File: src/include/pps_params.svh
/*
  Constants of the poison and error status block: register offsets, field
  positions and reset values. Assumes inclusion by bare name.
*/
// Function
// RULE1: Poisoned received packets still go to application
// RULE2: Poisoned configuration writes leave registers unchanged
// RULE3: Locally made completions never carry poison_flag
// RULE4: Any poisoned receive sets detected parity
// RULE5: Parity enable plus poisoned write sends master parity
// RULE6: Parity enable plus poisoned completion sets master parity
// RULE7: Transmit packets pass through unchanged, never dropped
// RULE8: Error status resets zero, sticks once set
// RULE9: Writing one clears status, zero keeps it
// RULE10: Poisoned receive logs uncorrectable non-fatal error
// RULE11: Parity enable is command bit 6, resets 0
`ifndef PPS_PARAMS_SVH
`define PPS_PARAMS_SVH
`define PPS_ADDR_W 8
`define PPS_OFF_CMDSTAT 8'h00
`define PPS_OFF_UNCOR 8'h04
`define PPS_OFF_CORR 8'h08
`define PPS_OFF_IRQSTAT 8'h0c
`define PPS_OFF_IRQMASK 8'h10
`define PPS_CMD_PAR_EN 6
`define PPS_STAT_MDPE 8
`define PPS_STAT_DPE 15
`define PPS_UNCOR_POISON 12
`define PPS_CMD_RST 16'h0000
`define PPS_ERR_RST 32'h0000_0000
`define PPS_IRQ_W 3
`define PPS_IRQ_POISON 0
`define PPS_IRQ_MDPE 1
`define PPS_IRQ_CORR 2
`endif

File: src/include/pps_pkg.sv
/*
  Types of the poison and error status block: packet kinds and state record.
  Assumes pps_params.svh is on the include path.
*/
`default_nettype none
`include "pps_params.svh"
package pps_pkg;
  // Packet kinds seen on both streams
  typedef enum logic [1:0] {PPS_MEMWR, PPS_CFGWR, PPS_CPL, PPS_OTHER} pps_kind_e;

  typedef struct packed {
    logic [15:0] cmd;
    logic dpe;
    logic mdpe;
    logic [31:0] uncor;
    logic [31:0] corr;
    logic [`PPS_IRQ_W-1:0] irq_stat;
    logic [`PPS_IRQ_W-1:0] irq_mask;
    logic irq;
    logic rxo_valid;
    pps_kind_e rxo_kind;
    logic rxo_poison;
    logic [31:0] rxo_data;
    logic txo_valid;
    pps_kind_e txo_kind;
    logic txo_poison;
    logic [31:0] txo_data;
    logic cpl_valid;
    logic cpl_poison;
    logic [31:0] prdata;
    logic pready;
    logic pslverr;
  } pps_state_s;
endpackage
`default_nettype wire

File: src/pps_top.sv
/*
  Poison handling and error status logging for the transaction layer.
  Assumes one clock, APB master for software, link-side and application-side
  packet strobes synchronous to pclk, one packet per cycle at most.
*/
// The address map and the APB slave port were left to the implementer.
`default_nettype none
`include "pps_params.svh"
module pps_top (
  input wire logic pclk,
  input wire logic presetn,
  input wire logic psel,
  input wire logic penable,
  input wire logic pwrite,
  input wire logic [`PPS_ADDR_W-1:0] paddr,
  input wire logic [31:0] pwdata,
  output logic [31:0] prdata,
  output logic pready,
  output logic pslverr,
  input wire logic rx_valid,
  input wire pps_pkg::pps_kind_e rx_kind,
  input wire logic rx_poison,
  input wire logic [31:0] rx_data,
  output logic app_rx_valid,
  output pps_pkg::pps_kind_e app_rx_kind,
  output logic app_rx_poison,
  output logic [31:0] app_rx_data,
  input wire logic app_tx_valid,
  input wire pps_pkg::pps_kind_e app_tx_kind,
  input wire logic app_tx_poison,
  input wire logic [31:0] app_tx_data,
  output logic link_tx_valid,
  output pps_pkg::pps_kind_e link_tx_kind,
  output logic link_tx_poison,
  output logic [31:0] link_tx_data,
  output logic cfg_cpl_valid,
  output logic cfg_cpl_poison,
  input wire logic [31:0] uncor_evt,
  input wire logic [31:0] corr_evt,
  output logic irq
);
  import pps_pkg::*;

  pps_state_s st;
  pps_state_s next_st;

  logic setup;
  logic acc;
  logic wr_go;
  logic rd_go;
  logic mapped;
  logic rx_poisoned;
  logic cfg_wr_ok;
  logic mdpe_evt;
  logic [31:0] uncor_set;
  logic [31:0] corr_set;
  logic [`PPS_IRQ_W-1:0] irq_set;

  // Bus phases; effects happen only at the access edge with pready high
  assign setup = psel && !penable;
  assign acc = psel && penable && st.pready;
  assign wr_go = acc && pwrite;
  assign rd_go = acc && !pwrite;
  assign mapped = (paddr == `PPS_OFF_CMDSTAT) || (paddr == `PPS_OFF_UNCOR) ||
                  (paddr == `PPS_OFF_CORR) || (paddr == `PPS_OFF_IRQSTAT) ||
                  (paddr == `PPS_OFF_IRQMASK);

  // Packet-driven events
  assign rx_poisoned = rx_valid && rx_poison;
  assign cfg_wr_ok = rx_valid && (rx_kind == PPS_CFGWR) && !rx_poison; // RULE2
  assign mdpe_evt = st.cmd[`PPS_CMD_PAR_EN] && // RULE11
                    ((app_tx_valid && app_tx_poison && (app_tx_kind == PPS_MEMWR)) || // RULE5
                     (rx_poisoned && (rx_kind == PPS_CPL))); // RULE6
  assign uncor_set = uncor_evt | (rx_poisoned ? (32'h0000_0001 << `PPS_UNCOR_POISON)
                                              : 32'h0000_0000); // RULE10
  assign corr_set = corr_evt;
  assign irq_set = {(|corr_evt), mdpe_evt, rx_poisoned};

  // Whole next state; event sets are ORed after clears so a set wins
  always_comb begin
    logic [31:0] w1c;
    logic [`PPS_IRQ_W-1:0] rd_clr;
    w1c = 32'h0000_0000;
    rd_clr = '0;
    next_st = st;
    next_st.pready = setup;
    if (setup) begin
      next_st.pslverr = !mapped;
      case (paddr)
        `PPS_OFF_CMDSTAT: next_st.prdata = {st.dpe, 6'h00, st.mdpe, 8'h00, st.cmd};
        `PPS_OFF_UNCOR: next_st.prdata = st.uncor;
        `PPS_OFF_CORR: next_st.prdata = st.corr;
        `PPS_OFF_IRQSTAT: next_st.prdata = {29'h0000_0000, st.irq_stat};
        `PPS_OFF_IRQMASK: next_st.prdata = {29'h0000_0000, st.irq_mask};
        default: next_st.prdata = 32'h0000_0000;
      endcase
    end
    if (wr_go) begin
      w1c = pwdata; // RULE9
    end
    // Command register and parity status bits
    if (wr_go && paddr == `PPS_OFF_CMDSTAT) begin
      next_st.cmd = pwdata[15:0];
    end
    if (cfg_wr_ok) begin
      next_st.cmd = rx_data[15:0]; // RULE2
    end
    next_st.dpe = st.dpe;
    next_st.mdpe = st.mdpe;
    if (wr_go && paddr == `PPS_OFF_CMDSTAT && w1c[16 + `PPS_STAT_DPE]) begin
      next_st.dpe = 1'b0;
    end
    if (wr_go && paddr == `PPS_OFF_CMDSTAT && w1c[16 + `PPS_STAT_MDPE]) begin
      next_st.mdpe = 1'b0;
    end
    next_st.dpe = next_st.dpe || rx_poisoned; // RULE4
    next_st.mdpe = next_st.mdpe || mdpe_evt;
    // Error logs: sticky until a one is written
    if (wr_go && paddr == `PPS_OFF_UNCOR) begin
      next_st.uncor = st.uncor & ~w1c; // RULE9
    end
    if (wr_go && paddr == `PPS_OFF_CORR) begin
      next_st.corr = st.corr & ~w1c;
    end
    next_st.uncor = next_st.uncor | uncor_set; // RULE8
    next_st.corr = next_st.corr | corr_set; // RULE8
    // Read clears only what the captured read data showed, so nothing is lost
    if (rd_go && paddr == `PPS_OFF_IRQSTAT) begin
      rd_clr = st.prdata[`PPS_IRQ_W-1:0];
    end
    next_st.irq_stat = (st.irq_stat & ~rd_clr) | irq_set;
    if (wr_go && paddr == `PPS_OFF_IRQMASK) begin
      next_st.irq_mask = pwdata[`PPS_IRQ_W-1:0];
    end
    next_st.irq = |(next_st.irq_stat & next_st.irq_mask);
    // Receive path: every packet reaches the application, poisoned or not
    next_st.rxo_valid = rx_valid; // RULE1
    next_st.rxo_kind = rx_kind;
    next_st.rxo_poison = rx_poison;
    next_st.rxo_data = rx_data;
    // Transmit path: copied as is, no gating on poison
    next_st.txo_valid = app_tx_valid; // RULE7
    next_st.txo_kind = app_tx_kind;
    next_st.txo_poison = app_tx_poison;
    next_st.txo_data = app_tx_data;
    // Completion for each configuration write; never poisoned
    next_st.cpl_valid = rx_valid && (rx_kind == PPS_CFGWR);
    next_st.cpl_poison = 1'b0; // RULE3
  end

  // Single state register; all-zero reset covers command and logs
  always_ff @(posedge pclk or negedge presetn) begin
    if (!presetn) begin
      st <= '0; // RULE11
    end else begin
      st <= next_st;
    end
  end

  // Outputs straight from state flops
  assign prdata = st.prdata;
  assign pready = st.pready;
  assign pslverr = st.pslverr;
  assign app_rx_valid = st.rxo_valid;
  assign app_rx_kind = st.rxo_kind;
  assign app_rx_poison = st.rxo_poison;
  assign app_rx_data = st.rxo_data;
  assign link_tx_valid = st.txo_valid;
  assign link_tx_kind = st.txo_kind;
  assign link_tx_poison = st.txo_poison;
  assign link_tx_data = st.txo_data;
  assign cfg_cpl_valid = st.cpl_valid;
  assign cfg_cpl_poison = st.cpl_poison;
  assign irq = st.irq;

  // Helper terms for the checks below
  logic cmd_wr;
  logic uncor_wr;
  assign cmd_wr = wr_go && (paddr == `PPS_OFF_CMDSTAT);
  assign uncor_wr = wr_go && (paddr == `PPS_OFF_UNCOR);
endmodule
`default_nettype wire

File: config.mk
export PLATFORM = sky130hd
export DESIGN_NAME = pps_top
export DESIGN_NICKNAME = d
export VERILOG_FILES = /design/src/include/pps_pkg.sv /design/src/pps_top.sv
export VERILOG_INCLUDE_DIRS = /design/src /design/src/include
export SDC_FILE = /design/constraint.sdc
export NUM_CORES = 1
export LEC_CHECK = 0
export BUFFER_PORTS_ARGS = -buffer_cell sky130_fd_sc_hd__buf_4
export CAP_MARGIN = 20
export CORE_UTILIZATION = 50
export DETAILED_ROUTE_END_ITERATION = 10
export PLACE_DENSITY = 0.83
export SLEW_MARGIN = 0
export SYNTH_ARGS = -nofsm -noshare
export SYNTH_HDL_FRONTEND = slang
export SYNTH_SLANG_ARGS = --single-unit
File: constraint.sdc
create_clock -name pclk -period 1.93 [get_ports pclk]
set_clock_uncertainty 0.05 [all_clocks]
set_input_delay 0 -clock pclk [delete_from_list [all_inputs] [get_ports pclk]]
set_output_delay 0 -clock pclk [all_outputs]
set_load 0.02 [all_outputs]
==> impl_metrics.tcl, run 1 <==
set metrics [dict create \
    initialDrtViolationCount 436 \
    synthSimpleGateAreaFrac_pct 10.7 \
    crit_path_start "pready" \
    synth_adder_area_share_pct 0 \
    holdPathStages 5 \
    synthMuxAreaShare_pct 4.48 \
    num_rows 46 \
    max_freq_mhz 558 \
    grt_usage_pct 31.6 \
    fin_crit_ps 1790 \
    cts.clk_slew.worst_paths_ps 70 \
    cp_cell_sequence "nand4_1 > nor4_4 > buf_4 > nand2_1 > a21o_1" \
    cts_tree "built" \
    nNetsFinal 1266 \
    grt_pass1_wl_mm 39.3 \
    synth_edf_count 0 \
    worst-path-buf-inv 1 \
    clock_sinks 196 \
    hold_viol 0 \
    routed_wl_mm 26.3 \
    synth_area_um2 8100 \
    r2r_slack_ps 140 \
    worstMarginPinSlew_ps 550 \
    async_flop_share_pct 100 \
    synth_area_leaders "dfrtp_1 61%, buf_4 9.4%, a21o_1 5.8%, nand2_1 5.5%, mux2i_1 4.2%" \
    outcome "finished, final reports clean" \
    slew_headroom_pct 62.9 \
    overflow 0 \
    num_vias 7064 \
    worstSetupStartpointType "flip-flop" \
    setup_slack_ps 138 \
    cts_root_buffer "clkbuf_16" \
    drc 0 \
    insertion_delay_ps 430 \
    dr.pass1.iters 5 \
    drv_cap 0 \
    slowest_delay_ps 440 \
    crit_type "flip-flop to flip-flop" \
    clk_path_buf_depth 2 \
    synthCells 711 \
    nFillCells 937 \
    final_util_pct 77.7 \
    worstHoldStart "paddr[7]" \
    cpMaxStageDelayCell "nor4_4" \
    dp_slack_ps 195 \
    powerDensity_nw_per_um2 785 \
    ys_top_cells_by_count "196 x dfrtp_1, 118 x nand2_1, 101 x buf_4, 63 x a21o_1, 43 x o21ai_1" \
    drive_above_1_share_pct 32.2 \
    die-area_um2 16700 \
    leakage_nw 5.53 \
    die_x_um 129 \
    r2r-end "st[119]" \
    io_pins 290 \
    area.growth.synth_to_final_pct 51.9 \
    postCtsSetupBuffers 0 \
    critPathRequiredTime_ps 2200 \
    synth_top_family_by_area "compound AO/OA/AOI/OAI gates" \
    min_path_type "primary input to flip-flop" \
    rsz0062_at_grt "false" \
    antenna_left 0 \
    coreArea_um2 15800 \
    cts_buffers 17 \
    syn_area_per_cell_um2 11.4 \
    die_h_um 129 \
    cts.repair.resized 0 \
    synth.most_common_cell "dfrtp_1" \
    critPathMaxFanout 11 \
    routed_via_density 5.36 \
    synth_fp_nets 892 \
    ys_ff_latch 196 \
    cp-end-kind "flip-flop" \
    port_buffers 288 \
    yosys.cell_types.count 46 \
    total_power_mw 9.65 \
    ir_drop_v 0.000665 \
    gp_congestion 0.847 \
    tns_ps 0 \
    grt_start_max_net_pins 63 \
    start_util_pct 51.1 \
    synth_top_area_share_pct 60.6 \
    wl_per_cell_um 20.0 \
    synth_top_area_cell "dfrtp_1" \
    setup_violations 0 \
    yosysSeqAreaShare_pct 60.6 \
    min_delay_worst_endpoint "st[111]" \
    synth.yosys.warnings 0 \
    fin_crit_sh_pct 92.9 \
    antenna_found_initial 2 \
    place_hpwl_mm 15.2 \
    stdcell_count 1318 \
    htreeDepth 4 \
    reg2reg_depth 5 \
    arrival_ps 2060 \
    ys.flop_type "dfrtp_1" \
    r2r-start "pready" \
    critPathTopFamily "simple AND/OR/NAND/NOR gates" \
    dp_cells 1109 \
    drv_slew 0 \
    grt_pass1_vias 7496 \
    yosys.area_share.xor_xnor_pct 0 \
    synth_compound_gate_area_share_pct 12.7 \
]
## metal layers
layer / up-vias / part of all wire [%] / track usage [%]
met5: - / 0 / 0
met4: 0 / 5.3 / 20.2
met3: 113 / 7.0 / 6.44
met2: 415 / 52 / 54.4
met1: 3469 / 36 / 36.2
li1: 3067 / - / -
## power breakdown
group / internal [mW] / switching [mW] / total, mW
clock: 2.41 / 1.57 / 3.99
sequential: 4.27 / 0.0824 / 4.35
combinational: 0.706 / 0.603 / 1.31
total: 7.39 / 2.26 / 9.65
## worst register-to-register path, delay by kind of cell, from the launching register on
kind                   cells  cell delay, ps
buffers and inverters      1             270
and+or+nand+nor            3             780
DFF                        1             380
AOI/OAI and AO/OA          1             200
## stage by stage
| step | hold slack [ps] | cell area, um2 |
|---|---|---|
| detailed placement | -21.0 | 9890 |
| floorplan | -346 | 8100 |
| global placement | -24.5 | 9890 |
| CTS | 10.8 | 12300 |
| finish | 31.8 | 12300 |
| global route | 37.5 | 12300 |
## cells by family after synthesis
logic type | Yosys count
other | 1
AOI/OAI and AO/OA | 158
DFF | 196
muxes | 36
and+or+nand+nor | 183
buffers and inverters | 137
## cells in the final DEF (no fill, tap or decap), drive strengths merged, types with 2 or more instances in the layout
master	count
a21o	63
a21oi	15
a22o	2
a22oi	17
a31oi	3
and3	2
and4	3
and4b	3
buf	310
bufinv	5
clkbuf	21
clkinv	4
dfrtp	196
diode	4
dlygate4sd3	173
inv	10
mux2	2
mux2i	34
nand2	118
nand2b	3
nand3	2
nand4	7
nor2	23
nor4	12
o21a	2
o21ai	50
o221ai	2
or2	2
or4	2
## worst max-delay path by stage
stage	to	slack (ps)	depth (start not counted)
3_5_place_dp	st[115]	200	6
6_report	st[119]	140	5
2_1_floorplan	st[192]	230	6
5_1_grt	st[146]	30	5
3_3_place_gp	st[122]	250	6
4_1_cts	st[118]	180	5
## final cells by class
type,count,area (um2),share of cell area (%)
Inverter,8,30.0,0.244
Clock inverter,12,199,1.62
Clock buffer,20,467,3.80
Multi-Input combinational cell,378,2270,18.4
Sequential cell,196,4900,39.9
Timing Repair Buffer,484,4150,33.7
Tap cell,216,270,2.20
Antenna cell,4,10.0,0.0814
## state kept, by name, indices dropped and copies added, names as in the netlist
register,cells
app_rx_data,32
app_rx_kind,2
app_rx_poison,1
app_rx_valid,1
cfg_cpl_valid,1
irq,1
link_tx_data,32
link_tx_kind,2
link_tx_poison,1
link_tx_valid,1
prdata,32
pready,1
pslverr,1
st,88
## repair_timing
| item | CTS | global route |
|---|---|---|
| hold endpoints to repair | 343 | 0 |
| hold buffers | 173 | 0 |
| endpoints found under the setup margin | 0 | 0 |
(Power assumes the default switching activity.)
==> run 2, diff against run 1 <==
CORE_ASPECT_RATIO = 2   (was default)
CORE_UTILIZATION = 45   (was 50)
PLACE_DENSITY = 0.76   (was 0.83)
==> run 2 against run 1 <==
Net effect: clock power is 10% lower; critical path depth increased by 2; largest power group unchanged; worst hold slack got worse by 0.71 ps; final cell count barely moved; design area down 0.50%; highest routed layer unchanged; clock-buffer cell count down 3; sequential share of layout area rose by 0.20 points; critical path type is now primary input to flip-flop; global-route usage down 3.3 points; worst setup slack lost 3.1 ps; register-to-register slack barely moved; first-iteration DRC count fell by 47%.
==> impl_metrics.tcl, run 2 (synthesis results as in run 1) <==
set metrics [dict create \
    start_util_pct 45.7 \
    place_hpwl_mm 16.4 \
    gp_congestion 0.952 \
    nFillCells 1270 \
    min_delay_worst_endpoint "st[111]" \
    io_pins 290 \
    overflow 0 \
    pwr-share-seq_pct 47.0 \
    p_comb_share_pct 14.2 \
    setup_violations 0 \
    total_power_mw 9.25 \
    cts_buffers 17 \
    fin_area_um2 12200 \
    holdPathStages 5 \
    clock_sinks 196 \
    dp_cells 1111 \
    insertion_delay_ps 430 \
    cts_root_buffer "clkbuf_16" \
    worstSetupStartpointType "primary input" \
    htreeDepth 4 \
    r2r-start "pready" \
    ir_drop_v 0.000592 \
    regMostFlops "st" \
    num_rows 69 \
    final_common_cell "buf_4" \
    clk_path_buf_depth 2 \
    cts_tree "built" \
    die-area_um2 18600 \
    max_freq_mhz 557 \
    swShare_pct 25.1 \
    worstMarginPinSlew_ps 531 \
    grt_start_max_net_pins 59 \
    grt_pass1_wl_mm 39.8 \
    r2r_slack_ps 150 \
    outcome "finished, final reports clean" \
    hold_viol 0 \
    wl_per_cell_um 19.7 \
    dr.pass1.iters 5 \
    antenna_left 0 \
    cellInternalPower_mw 6.93 \
    grt_pass1_vias 7612 \
    num_vias 6812 \
    tns_ps 0 \
    critPathMaxFanout 2 \
    antenna_found_initial 1 \
    routed_wl_mm 25.9 \
    nNetsFinal 1271 \
    drv_slew 0 \
    cts.clk_slew.worst_paths_ps 70 \
    drv_cap 0 \
    cts.repair.resized 0 \
    arrival_ps 2030 \
    area.growth.synth_to_final_pct 51.1 \
    routed_via_density 5.17 \
    final_util_pct 69.1 \
    die_h_um 192 \
    slew_headroom_pct 64.6 \
    min_path_type "primary input to flip-flop" \
    fin_crit_sh_pct 93.0 \
    worstHoldStart "paddr[5]" \
    stdcell_count 1317 \
    powerDensity_nw_per_um2 756 \
    r2r-end "st[158]" \
    drc 0 \
    leakage_nw 5.51 \
    drive_above_1_share_pct 32.8 \
    layout_common_cells "311 x buf_4, 196 x dfrtp_1, 173 x dlygate4sd3_1, 118 x nand2_1, 63 x a21o_1" \
    coreArea_um2 17700 \
    clkPwrFrac_pct 38.8 \
    largest_reg_flops 88 \
    port_buffers 288 \
    place_area_um2 9900 \
    die_x_um 96.8 \
    critPathRequiredTime_ps 2160 \
    crit_type "primary input to flip-flop" \
    p_sw_mw 2.32 \
    grt_usage_pct 28.3 \
    initialDrtViolationCount 230 \
    reg2reg_depth 5 \
    rsz0062_at_grt "false" \
    fin_crit_ps 1800 \
    cp-end-kind "flip-flop" \
]
run 2: changes by cell type in the layout (fill, tap and decap cells not counted), sizes merged, moves of 2 or more:
cell    change
clkbuf      -3
bufinv      -3
clkinv      +2
diode       -3
buf         +5
inv         +3
run 2: repair_timing:
action                    CTS  global route
hold endpoints to repair  364             0
hold buffers              173             0
setup buffers               0             0
run 2: per-layer routing:
layer	routed length [um]	part of all wire (%)	up-vias	global-route usage (%)
met2	14800	57	292	53.4
met4	1240	4.8	0	18.1
li1	-	-	3090	-
met1	8820	34	3345	28.1
met5	0	0	-	0
met3	1050	4.1	85	5.17
run 2: critical path, cell delays in order:
cell	delay (ps)
dlygate4sd3_1	540
buf_4	150
nor4_1	460
buf_4	200
nand4_1	110
a211oi_1	370
o221ai_1	200
run 2: worst max path at each step:
stage                 startpoint  cells after the start       to
finish              corr_evt[12]                      7      irq
global route        corr_evt[12]                      7      irq
CTS                 corr_evt[21]                      7      irq
detailed placement  corr_evt[21]                      6      irq
global placement    corr_evt[21]                      6      irq
floorplan                 pready                      6  st[192]
run 2: layout make-up:
class / instances / area [um2] / share of cell area, %
sequential: 196 / 4900 / 40.1
timing repair buffer: 489 / 4160 / 34.0
multi-input combinational: 378 / 2270 / 18.6
clock buffer: 17 / 425 / 3.48
tap: 213 / 267 / 2.18
clock inverter: 15 / 171 / 1.40
inverter: 8 / 30.0 / 0.245
antenna: 1 / 2.50 / 0.0205
run 2: metrics by stage:
step	setup WS, ps	hold slack [ps]
finish	134	31.1
CTS	82.4	1.06
detailed placement	138	-38.8
global route	44.1	29.7
floorplan	227	-346
global placement	180	-41.0
run 2: power by group through the flow:
| stage | Clock [mW] | Sequential (mW) | Combinational [mW] |
|---|---|---|---|
| finish | 3.59 | 4.35 | 1.31 |
| global route | 3.82 | 4.37 | 1.40 |
| floorplan | 0 | 4.41 | 0.455 |
| detailed placement | 0 | 4.43 | 1.00 |
| CTS | 3.67 | 4.35 | 1.29 |
| global placement | 0 | 4.42 | 0.987 |
